$ cat src/xbre_pkg.sv
// Purpose : constants for the port crossbar routing enable registers
// Assumes : special-function register bus, one byte per access
// Notes   : field positions and reset values are named once here
package xbre_pkg;
    // ------------------------------------------------------------------
    // register selects on the special-function bus
    // ------------------------------------------------------------------
    localparam logic [1:0] XBRE_SEL_FIRST  = 2'h0;  // first routing register
    localparam logic [1:0] XBRE_SEL_SECOND = 2'h1;  // second routing register
    // ------------------------------------------------------------------
    // reset values
    // ------------------------------------------------------------------
    localparam logic [7:0] XBRE_FIRST_RST  = 8'h00;
    localparam logic [7:0] XBRE_SECOND_RST = 8'h00;
    // bit five of the second register is unused and reads as zero
    localparam logic [7:0] XBRE_SECOND_WMASK = 8'hDF;
    // ------------------------------------------------------------------
    // first register fields
    // ------------------------------------------------------------------
    localparam int XBRE_B_CMP1_OUT  = 0;
    localparam int XBRE_B_T0_IN     = 1;
    localparam int XBRE_B_IRQ0      = 2;
    localparam int XBRE_B_T1_IN     = 3;
    localparam int XBRE_B_IRQ1      = 4;
    localparam int XBRE_B_T2_IN     = 5;
    localparam int XBRE_B_T2_CAP    = 6;
    localparam int XBRE_B_SYSCLK    = 7;
    // ------------------------------------------------------------------
    // second register fields
    // ------------------------------------------------------------------
    localparam int XBRE_B_CNV0      = 0;
    localparam int XBRE_B_EMIF_LOW  = 1;
    localparam int XBRE_B_UART1     = 2;
    localparam int XBRE_B_T4_IN     = 3;
    localparam int XBRE_B_T4_CAP    = 4;
    localparam int XBRE_B_MASTER    = 6;
    localparam int XBRE_B_PULL_OFF  = 7;
endpackage : xbre_pkg

$ cat src/xbre_gate.sv
// Purpose : one registered route gate, enable and master qualify a signal
// Assumes : inputs synchronous to clk_sys_i
// Notes   : idle value is chosen by the parent per signal polarity
`timescale 1ns/10ps
module xbre_gate #(
    parameter int W = 1                  // width of the gated signal
) (
    // clock and reset
    input  wire logic         clk_sys_i,
    input  wire logic         rst_n_i,
    input  wire logic         ce_i,
    // gating
    input  wire logic         en_i,       // route enabled and master on
    input  wire logic [W-1:0] sig_i,      // signal to pass
    input  wire logic [W-1:0] idle_i,     // value when not routed
    input  wire logic [W-1:0] rst_val_i,  // unused at reset; constant used
    output logic      [W-1:0] sig_o
);
    logic [W-1:0] q_reg;
    logic [W-1:0] q_next;
    // next value: pass when routed, else hold the idle level
    always_comb begin
        q_next = q_reg;
        if (ce_i) begin
            q_next = en_i ? sig_i : idle_i;
        end
    end
    // register only; reset to zero, parent reads through polarity
    always_ff @(posedge clk_sys_i or negedge rst_n_i) begin
        if (!rst_n_i) begin
            q_reg <= '0;
        end else begin
            q_reg <= q_next;
        end
    end
    assign sig_o = q_reg;
    logic unused_ok;
    assign unused_ok = |rst_val_i;
endmodule : xbre_gate

$ cat src/xbre_top.sv
// Purpose : port crossbar routing enable registers and their gating
// Assumes : byte-wide special-function bus, single clock, sync inputs
// Notes   : active-low interrupt inputs idle high when not routed
//           routed signals lag their pins by two clock edges
// What this block does
// - first bit4 routes external interrupt one
// - first bit2 routes external interrupt zero
// - first bit1 routes timer zero count
// - second bit4 routes timer four capture
// - second bit3 routes timer four count
`timescale 1ns/10ps
module xbre_top
    import xbre_pkg::*;
(
    // clock, reset, enable
    input  wire logic       clk_sys_i,
    input  wire logic       rst_n_i,
    input  wire logic       ce_i,
    // special-function register bus
    input  wire logic [1:0] sfr_sel_i,
    input  wire logic       sfr_wr_i,
    input  wire logic [7:0] sfr_wdata_i,
    output logic      [7:0] sfr_rdata_o,
    // pin-side signals
    input  wire logic       ext_irq1_input_n_i,
    input  wire logic       ext_irq0_input_n_i,
    input  wire logic       timer_zero_count_input_i,
    input  wire logic       timer_four_capture_input_i,
    input  wire logic       timer_four_count_input_i,
    // peripheral-side routed signals
    output logic            ext_irq1_n_o,
    output logic            ext_irq0_n_o,
    output logic            timer_zero_count_o,
    output logic            timer_four_capture_o,
    output logic            timer_four_count_o,
    // global controls
    output logic            ports_force_input_o,
    output logic            weak_pullup_disable_o
);
    // ------------------------------------------------------------------
    // register file
    // ------------------------------------------------------------------
    // crossbar_route_enables_first: one routing enable per bit
    logic [7:0] first_reg;
    logic [7:0] first_next;
    // crossbar_route_enables_second: routes plus master and pull-up control
    logic [7:0] second_reg;
    logic [7:0] second_next;
    // read data is registered so the bus sees a flop, one cycle behind select
    logic [7:0] rdata_reg;
    logic [7:0] rdata_next;
    // global controls are registered from the second register, the force flag as the inverted master bit
    logic       force_reg;
    logic       force_next;
    logic       wpu_reg;
    logic       wpu_next;

    // writes land directly; reads show the stored bits
    always_comb begin
        first_next  = first_reg;
        second_next = second_reg;
        rdata_next  = rdata_reg;
        force_next  = force_reg;
        wpu_next    = wpu_reg;
        // with ce_i low every value holds, so the whole block freezes
        if (ce_i) begin
            // a write lands at the edge that samples the strobe
            if (sfr_wr_i && sfr_sel_i == XBRE_SEL_FIRST) begin
                first_next = sfr_wdata_i;
            end
            // the unused bit is masked off so it always reads zero
            if (sfr_wr_i && sfr_sel_i == XBRE_SEL_SECOND) begin
                second_next = sfr_wdata_i & XBRE_SECOND_WMASK;
            end
            // read mux shows the stored value, not one being written now
            unique case (sfr_sel_i)
                XBRE_SEL_FIRST:  rdata_next = first_reg;
                XBRE_SEL_SECOND: rdata_next = second_reg;
                2'h2, 2'h3:      rdata_next = 8'h00;  // unmapped reads zero
            endcase
            // pins stay inputs until the master enable is set
            force_next = !second_reg[XBRE_B_MASTER];
            // pull-up disable is passed on as stored
            wpu_next   = second_reg[XBRE_B_PULL_OFF];
        end
    end

    // reset puts the crossbar off, so pins start as inputs; the force
    // flag resets high so no pin can drive before software acts
    always_ff @(posedge clk_sys_i or negedge rst_n_i) begin
        if (!rst_n_i) begin
            first_reg  <= XBRE_FIRST_RST;
            second_reg <= XBRE_SECOND_RST;
            rdata_reg  <= 8'h00;
            force_reg  <= 1'b1;
            wpu_reg    <= 1'b0;
        end else begin
            first_reg  <= first_next;
            second_reg <= second_next;
            rdata_reg  <= rdata_next;
            force_reg  <= force_next;
            wpu_reg    <= wpu_next;
        end
    end

    // ------------------------------------------------------------------
    // route gating: enable bit qualified by master enable
    // ------------------------------------------------------------------
    // master enable qualifies every route
    logic       master;
    // per-route enables, from bit 4 down: irq1, irq0, t0, t4 capture, t4 count
    logic [4:0] en_vec;
    // pin levels in the same order, interrupts flipped to active high
    logic [4:0] sig_vec;
    // level a route shows while it is not routed
    logic [4:0] idle_vec;
    // output of the gate flop, still in active-high form
    logic [4:0] gated;
    // route enables meet the master bit before the gate flop
    assign master   = second_reg[XBRE_B_MASTER];
    assign en_vec   = {first_reg[XBRE_B_IRQ1], first_reg[XBRE_B_IRQ0],
                       first_reg[XBRE_B_T0_IN], second_reg[XBRE_B_T4_CAP],
                       second_reg[XBRE_B_T4_IN]} & {5{master}};
    // interrupts are held inverted so reset-zero flops idle deasserted
    assign sig_vec  = {~ext_irq1_input_n_i, ~ext_irq0_input_n_i, timer_zero_count_input_i,
                       timer_four_capture_input_i, timer_four_count_input_i};
    // not-routed level in active-high form is zero for every route
    assign idle_vec = 5'h00;

    // the gate flop samples the pins; the master bit closes it as a whole,
    // which repeats the masking above but keeps the gate from being tied off
    xbre_gate #(.W(5)) xbre_gate_inst (
        .clk_sys_i (clk_sys_i),
        .rst_n_i   (rst_n_i),
        .ce_i      (ce_i),
        .en_i      (master),
        .sig_i     (sig_vec & en_vec),
        .idle_i    (idle_vec),
        .rst_val_i (idle_vec),
        .sig_o     (gated)
    );

    // the inverter keeps active-low outputs high when not routed
    // the second flop costs one cycle but makes every output a flop
    logic [4:0] out_reg;
    always_ff @(posedge clk_sys_i or negedge rst_n_i) begin
        if (!rst_n_i) begin
            out_reg <= 5'h18;
        end else if (ce_i) begin
            out_reg <= {~gated[4], ~gated[3], gated[2:0]};
        end
    end
    // outputs come straight from flops
    assign ext_irq1_n_o          = out_reg[4];
    assign ext_irq0_n_o          = out_reg[3];
    assign timer_zero_count_o    = out_reg[2];
    assign timer_four_capture_o  = out_reg[1];
    assign timer_four_count_o    = out_reg[0];
    assign sfr_rdata_o           = rdata_reg;
    assign ports_force_input_o   = force_reg;
    assign weak_pullup_disable_o = wpu_reg;
endmodule : xbre_top

$ cat config.mk
export PLATFORM = sky130hd
export DESIGN_NAME = xbre_top
export DESIGN_NICKNAME = d
export VERILOG_FILES = /design/src/xbre_pkg.sv /design/src/xbre_gate.sv /design/src/xbre_top.sv
export SDC_FILE = /design/constraint.sdc
export NUM_CORES = 1
export LEC_CHECK = 0
export BUFFER_PORTS_ARGS = -buffer_cell sky130_fd_sc_hd__buf_2
export CAP_MARGIN = 5
export CORE_MARGIN = 2
export CORE_UTILIZATION = 56
export DETAILED_ROUTE_END_ITERATION = 8
export HOLD_SLACK_MARGIN = 0.12
export PLACE_DENSITY = 0.92
export SLEW_MARGIN = 10
export SYNTH_ARGS = -nofsm -noshare
export SYNTH_HDL_FRONTEND = slang
export SYNTH_SLANG_ARGS = --single-unit
$ cat constraint.sdc
create_clock -name clk_sys_i -period 1.55 [get_ports clk_sys_i]
set_input_delay 0.0775 -clock clk_sys_i [delete_from_list [all_inputs] [get_ports clk_sys_i]]
set_output_delay 0.0775 -clock clk_sys_i [all_outputs]
set_load 0.02 [all_outputs]
==> impl_metrics.toml, run 1 <==
[outcome]
status = "finished, final reports clean"

[logic_synthesis]
syn-cell-area_sq_mm = 0.001489
synth_mux_area_share_pct = 23.28
postSynthCellCount = 107
synth_adder_area_share_pct = 0
synth_compound_area_share_pct = 5.210
ys_ff_latch = 35
synth.distinct_cells = 19
synth-simple-area-share_pct = 5.798
seq_area_frac_synth_pct = 59.08
synth_top_family_by_area = "multiplexers"
syn_area_per_cell_sq_um = 13.92
synthXorXnorAreaFrac_pct = 0
yosysWarnings = 0
syn_nets = 126

[global_routing]
grt_max_degree = 36
grt_first_pass_wirelength_um = 4836
grt_pass1_vias = 1075
antenna_found_initial = 0
groute.usage.overall_pct = 20.89
grt.overflow.total = 0

[sta]
finClkSkew_ns = 0.003102
setup_viol = 0
maxSlewViolCount = 0
setup_ws_ns = 0.1728
rsz0062_at_grt = "false"
holdWs_ns = 0.1714
hold_viol = 0
tightestPinTransition_ns = 0.7445
finalCritPeriodShare_pct = 88.85
clock.fmax_mhz = 726.1
fin_tns_setup_ns = 0
max-slew-margin-rel_pct = 50.37
period_minus_slack_ns = 1.377

[clock_network]
post_cts_resize_count = 0
clock_path_buffers = 2
cts_tree = "done"
cts_made_buffers = 5
cts_root_buf = "clkbuf_4"
numClockSinks = 35
h-tree-depth = 2
clock_latency_ns = 0.34
cts.clk_slew.worst_paths_ns = 0.09

[routing]
ant_nets = 0
drt_pre_antenna_iters = 4
post-route-drc-count = 0
first_iter_violations = 23
wl_um = 2943
met2_length_um = 1469
wl_per_cell_um = 15.49
highest_layer = "met4"
drt-vias-per-instance = 5.295
met1Wirelength_um = 1283
vias = 1006
dr_wl_met3_um = 134

[setup_path]
reg2reg_depth = 1
cp_data_required_time_ns = 1.78
cpPeakStageDelay_ns = 0.54
crit_fanout = 6
path_cells = "dlygate4sd3_1, buf_2, nor4bb_4, buf_4, mux2_4"
cp-start-kind = "input pin"
r2r-start = "second_reg[6]$_DFFE_PN0P_"
r2r_end = "second_reg[6]$_DFFE_PN0P_"
setup.worst_path.end = "first_reg[7]$_DFFE_PN0P_"
r2r_slack_ns = 0.65
end_kind = "flip-flop"
cp_slowest_cell = "dlygate4sd3_1"
path_class = "input pin to flip-flop"
critPathLaunch = "sfr_sel_i[1]"
arrival_ns = 1.61

[pwr]
power_density_mw_per_mm2 = 1171
p_sw_uw = 618.7
clkPwrFrac_pct = 24.5
switching_share_pct = 27.89
leakage_nw = 0.9328
internal_power_mw = 1.599
vdd_drop_max_uv = 912.4
power_frac_comb_pct = 21.6
power_mw = 2.218
seq_power_share_pct = 53.8

[floorplan]
die_x_um = 55.57
die_y_um = 55.57
fp.coreArea_sq_mm = 0.002500
dieArea_sq_mm = 0.003087
initial_utilization_pct = 59.56
row_count = 18
io-pin-count = 34

[placed_design]
place_inst = 167
placed_area_sq_mm = 0.001675
place.gp.congestion = 0.7577
pre_cts_ws_ns = 0.2920
hpwl_um = 1998
io_buffers = 33

[final_layout]
final_area_sq_mm = 0.001894
fin_cells = 190
nets = 178
final_util_pct = 75.78
drive_gt1_share_pct = 43.75
num_antenna_cells = 0
areaGrowthSynthToFinish_pct = 27.23

[min_path]
min_path_type = "input pin to flip-flop"
min_from = "ce_i"

[flow_run]
cap_violations = 0
-- worst min-delay path by stage --
stage	endpoint	slack (ns)	cells past startpoint
2_1_floorplan	first_reg[0]$_DFFE_PN0P_	-0.22	0
3_3_place_gp	xbre_gate_inst.sig_o[0]$_DFFE_PN0P_	0.17	1
3_5_place_dp	out_reg[0]$_DFFE_PN0P_	0.18	1
4_1_cts	sfr_rdata_o[5]$_DFFE_PN0P_	0.14	3
5_1_grt	sfr_rdata_o[1]$_DFFE_PN0P_	0.18	3
6_report	sfr_rdata_o[3]$_DFFE_PN0P_	0.17	3
-- worst max-delay path: cells and delay by family --
kind	cells	cell delay [ns]
buffers and inverters	3	0.92
multiplexers	1	0.31
AND/OR/NAND/NOR	1	0.30
-- power groups by stage --
stage               Clock, mW  Sequential [mW]  Combinational (mW)
global route            0.602             1.21               0.518
detailed placement          0             1.21               0.456
floorplan                   0             1.25               0.247
global placement            0             1.20               0.437
finish                  0.544             1.19               0.480
CTS                     0.565             1.19               0.485
-- kinds of logic after synthesis --
kind of cell,after synthesis
flip-flops,35
AND/OR/NAND/NOR,9
AO/OA/AOI/OAI,13
multiplexers,29
buffers and inverters,21
-- cells in the mapped netlist --
cell type   n  area (sq um)
inv_1      14         52.55
o21ai_0     5         25.02
buf_6       2         22.52
buf_4       1         7.510
o22ai_1     7         43.79
clkbuf_1    3         11.26
nand2b_1    1         6.260
mux2_2     13         146.4
nand2_1     1         3.750
mux2i_1     8         80.08
dfrtp_1    32         800.8
o32ai_1     1         8.760
nor4bb_4    1         25.02
nand4_1     3         18.77
mux2_4      8         120.1
dfstp_2     3         78.83
nand4b_2    1         15.01
nand4b_1    2         17.52
buf_2       1         5.000
-- per-layer routing --
layer | GRT usage [%] | vias to the layer above
li1 | - | 481
met1 | 25.59 | 489
met2 | 34.86 | 30
met3 | 4.918 | 6
met4 | 9.756 | 0
met5 | 0 | -
-- area by class of cell --
| type | instances | area [sq um] |
|---|---|---|
| clock buffer | 8 | 68.82 |
| fill | 167 | 605.6 |
| inverter | 14 | 52.55 |
| multi-input combinational | 51 | 510.5 |
| sequential | 35 | 879.6 |
| tap | 30 | 37.54 |
| timing repair buffer | 52 | 345.3 |
-- repair_timing --
item	4_1_cts	5_1_grt
hold endpoints to repair	53	0
setup buffers	0	0
hold buffers	15	0
-- cell usage in the layout, fill, tap and decap left out --
master	synthesis	layout
buf_2	1	33
dfrtp_1	32	32
dlygate4sd3_1	0	15
inv_1	14	14
mux2_2	13	13
mux2_4	8	8
mux2i_1	8	8
o22ai_1	7	7
o21ai_0	5	5
clkbuf_4	0	5
buf_4	1	4
nand4_1	3	3
dfstp_2	3	3
nand4b_1	2	2
clkbuf_8	0	2
nand4b_2	1	1
nor4bb_4	1	1
nand2b_1	1	1
nand2_1	1	1
o32ai_1	1	1
clkbuf_1	3	1
Power figures use the tool's default switching activity.
==> run 2, diff against run 1 <==
--- a/config.mk
+++ b/config.mk
@@ -9,8 +9,9 @@
 export CAP_MARGIN = 5
 export CORE_MARGIN = 2
-export CORE_UTILIZATION = 56
+export CORE_UTILIZATION = 52
 export DETAILED_ROUTE_END_ITERATION = 8
+export GPL_TIMING_DRIVEN = 0
 export HOLD_SLACK_MARGIN = 0.12
-export PLACE_DENSITY = 0.92
+export PLACE_DENSITY = 0.87
 export SLEW_MARGIN = 10
 export SYNTH_ARGS = -nofsm -noshare
==> constraint.sdc (replaced) <==
create_clock -name clk_sys_i -period 1.3 [get_ports clk_sys_i]
set_input_delay 0.065 -clock clk_sys_i [delete_from_list [all_inputs] [get_ports clk_sys_i]]
set_output_delay 0.065 -clock clk_sys_i [all_outputs]
set_load 0.01 [all_outputs]
==> impl_metrics.toml, run 2 (synthesis results as in run 1) <==
[outcome]
status = "finished, final reports clean"

[routing]
drt-vias-per-instance = 5.261
highest_layer = "met4"
vias = 1047
first_iter_violations = 24
wl_um = 3030
dr_wl_met3_um = 202
met1Wirelength_um = 1299
wl_per_cell_um = 15.23
post-route-drc-count = 0
ant_nets = 0
met2_length_um = 1474
drt_pre_antenna_iters = 4

[setup_path]
arrival_ns = 0.98
path_buf_inv = 1
end_kind = "output port"
crit_fanout = 2
cp-start-kind = "flip-flop"
cp_data_required_time_ns = 1.24
path_class = "flip-flop to output port"
cpPeakStageDelay_ns = 0.54
path_cells = "buf_2"
cp_top_family = "flip-flops"
r2r_slack_ns = 0.31
cp_slowest_cell = "dfstp_2"

[sta]
setup_viol = 0
period_minus_slack_ns = 1.049
fin_tns_setup_ns = 0
maxSlewViolCount = 0
tightestPinTransition_ns = 0.7601
rsz0062_at_grt = "false"
clock.fmax_mhz = 953.7
hold_viol = 0
max-slew-margin-rel_pct = 49.33
finClkSkew_ns = 0.006222
finalCritPeriodShare_pct = 80.65

[floorplan]
fp.coreArea_sq_mm = 0.002734
die_y_um = 57.51
initial_utilization_pct = 54.46
row_count = 19
io-pin-count = 34
dieArea_sq_mm = 0.003307
die_x_um = 57.51

[final_layout]
n_fill_cell = 188
final_area_sq_mm = 0.001967
drive_gt1_share_pct = 41.07
nets = 186
fin_cells = 199
areaGrowthSynthToFinish_pct = 32.10
layout_common_cells = "33 x buf_2, 32 x dfrtp_1, 21 x dlygate4sd3_1"
num_antenna_cells = 0
final_common_cell = "buf_2"

[placed_design]
placed_area_sq_mm = 0.001688
hpwl_um = 1956
place.gp.congestion = 0.7260
io_buffers = 32
place_inst = 170

[clock_network]
clock_path_buffers = 2
cts_root_buf = "clkbuf_4"
clock_latency_ns = 0.33
cts_tree = "done"
h-tree-depth = 2
cts.clk_slew.worst_paths_ns = 0.10
numClockSinks = 35
post_cts_resize_count = 0
cts_made_buffers = 5

[flow_run]
cap_violations = 0

[pwr]
seq_power_share_pct = 53.6
leakage_nw = 0.9580
p_sw_uw = 683.4
clkPwrFrac_pct = 25.2
switching_share_pct = 26.23
vdd_drop_max_uv = 1037
power_density_mw_per_mm2 = 1325
internal_power_mw = 1.922
power_frac_comb_pct = 21.3

[min_path]
min_path_type = "input pin to flip-flop"

[global_routing]
grt.overflow.total = 0
grt_pass1_vias = 1073
antenna_found_initial = 0
grt_max_degree = 36
grt_first_pass_wirelength_um = 5030
groute.usage.overall_pct = 20.53
[run 2: cell types whose count changed in the layout (fill, tap and decap cells not counted), sizes merged]
cell | previous run | this run
dlygate4sd3 | 15 | 21
buf | 37 | 36
clkbuf | 8 | 11
[run 2: worst paths after layout]
kind,startpoint,depth (start not counted),to
max,out_reg[3]$_DFFE_PN1P_,1,ext_irq0_n_o
min,ce_i,3,weak_pullup_disable_o$_DFFE_PN0P_
max reg2reg,second_reg[6]$_DFFE_PN0P_,3,sfr_rdata_o[6]$_DFFE_PN0P_
min reg2reg,ports_force_input_o$_DFFE_PN1P_,2,ports_force_input_o$_DFFE_PN1P_
max in group asynchronous,rst_n_i,2,first_reg[1]$_DFFE_PN0P_
min in group asynchronous,rst_n_i,2,xbre_gate_inst.sig_o[1]$_DFFE_PN0P_
[run 2: through the flow]
step | power (mW) | worst slack [ns] | hold WS [ns] | util [%]
floorplan | 1.725 | 0.2456 | -0.2306 | -
global route | 2.726 | 0.2155 | 0.2184 | 71.95
finish | 2.606 | 0.2515 | 0.2067 | 71.95
global placement | 1.889 | 0.1861 | 0.1536 | 61.74
CTS | 2.626 | 0.2418 | 0.2003 | 71.95
detailed placement | 1.927 | 0.1593 | 0.1709 | 61.74
[run 2: repair_timing]
action                                 in CTS  in global routing
setup endpoints to repair                   0                  0
hold buffers                               21                  0
setup buffers                               0                  0
endpoints found under the hold margin      53                  0
[run 2: final cells by class]
| type | count | area [sq um] | share of cell area (%) |
|---|---|---|---|
| Buffer | 7 | 46.29 | 2.354 |
| Inverter | 14 | 52.55 | 2.672 |
| Clock buffer | 8 | 68.82 | 3.499 |
| Sequential cell | 35 | 879.6 | 44.72 |
| Timing Repair Buffer | 53 | 370.4 | 18.83 |
| Tap cell | 31 | 38.79 | 1.972 |
| Multi-Input combinational cell | 51 | 510.5 | 25.95 |
[run 2: per-layer routing]
layer  track usage, %  up-vias
met2            31.98       41
met3            6.349        6
li1                 -      491
met5                0        -
met4            8.970        0
met1            26.51      509
[run 2: power groups by stage]
stage          logic, mW  registers (mW)  clock network [mW]
2_1_floorplan      0.295            1.43                   0
3_3_place_gp       0.486            1.40                   0
3_5_place_dp       0.506            1.42                   0
4_1_cts            0.557            1.40               0.671
5_1_grt            0.603            1.42               0.705
6_report           0.554            1.40               0.656
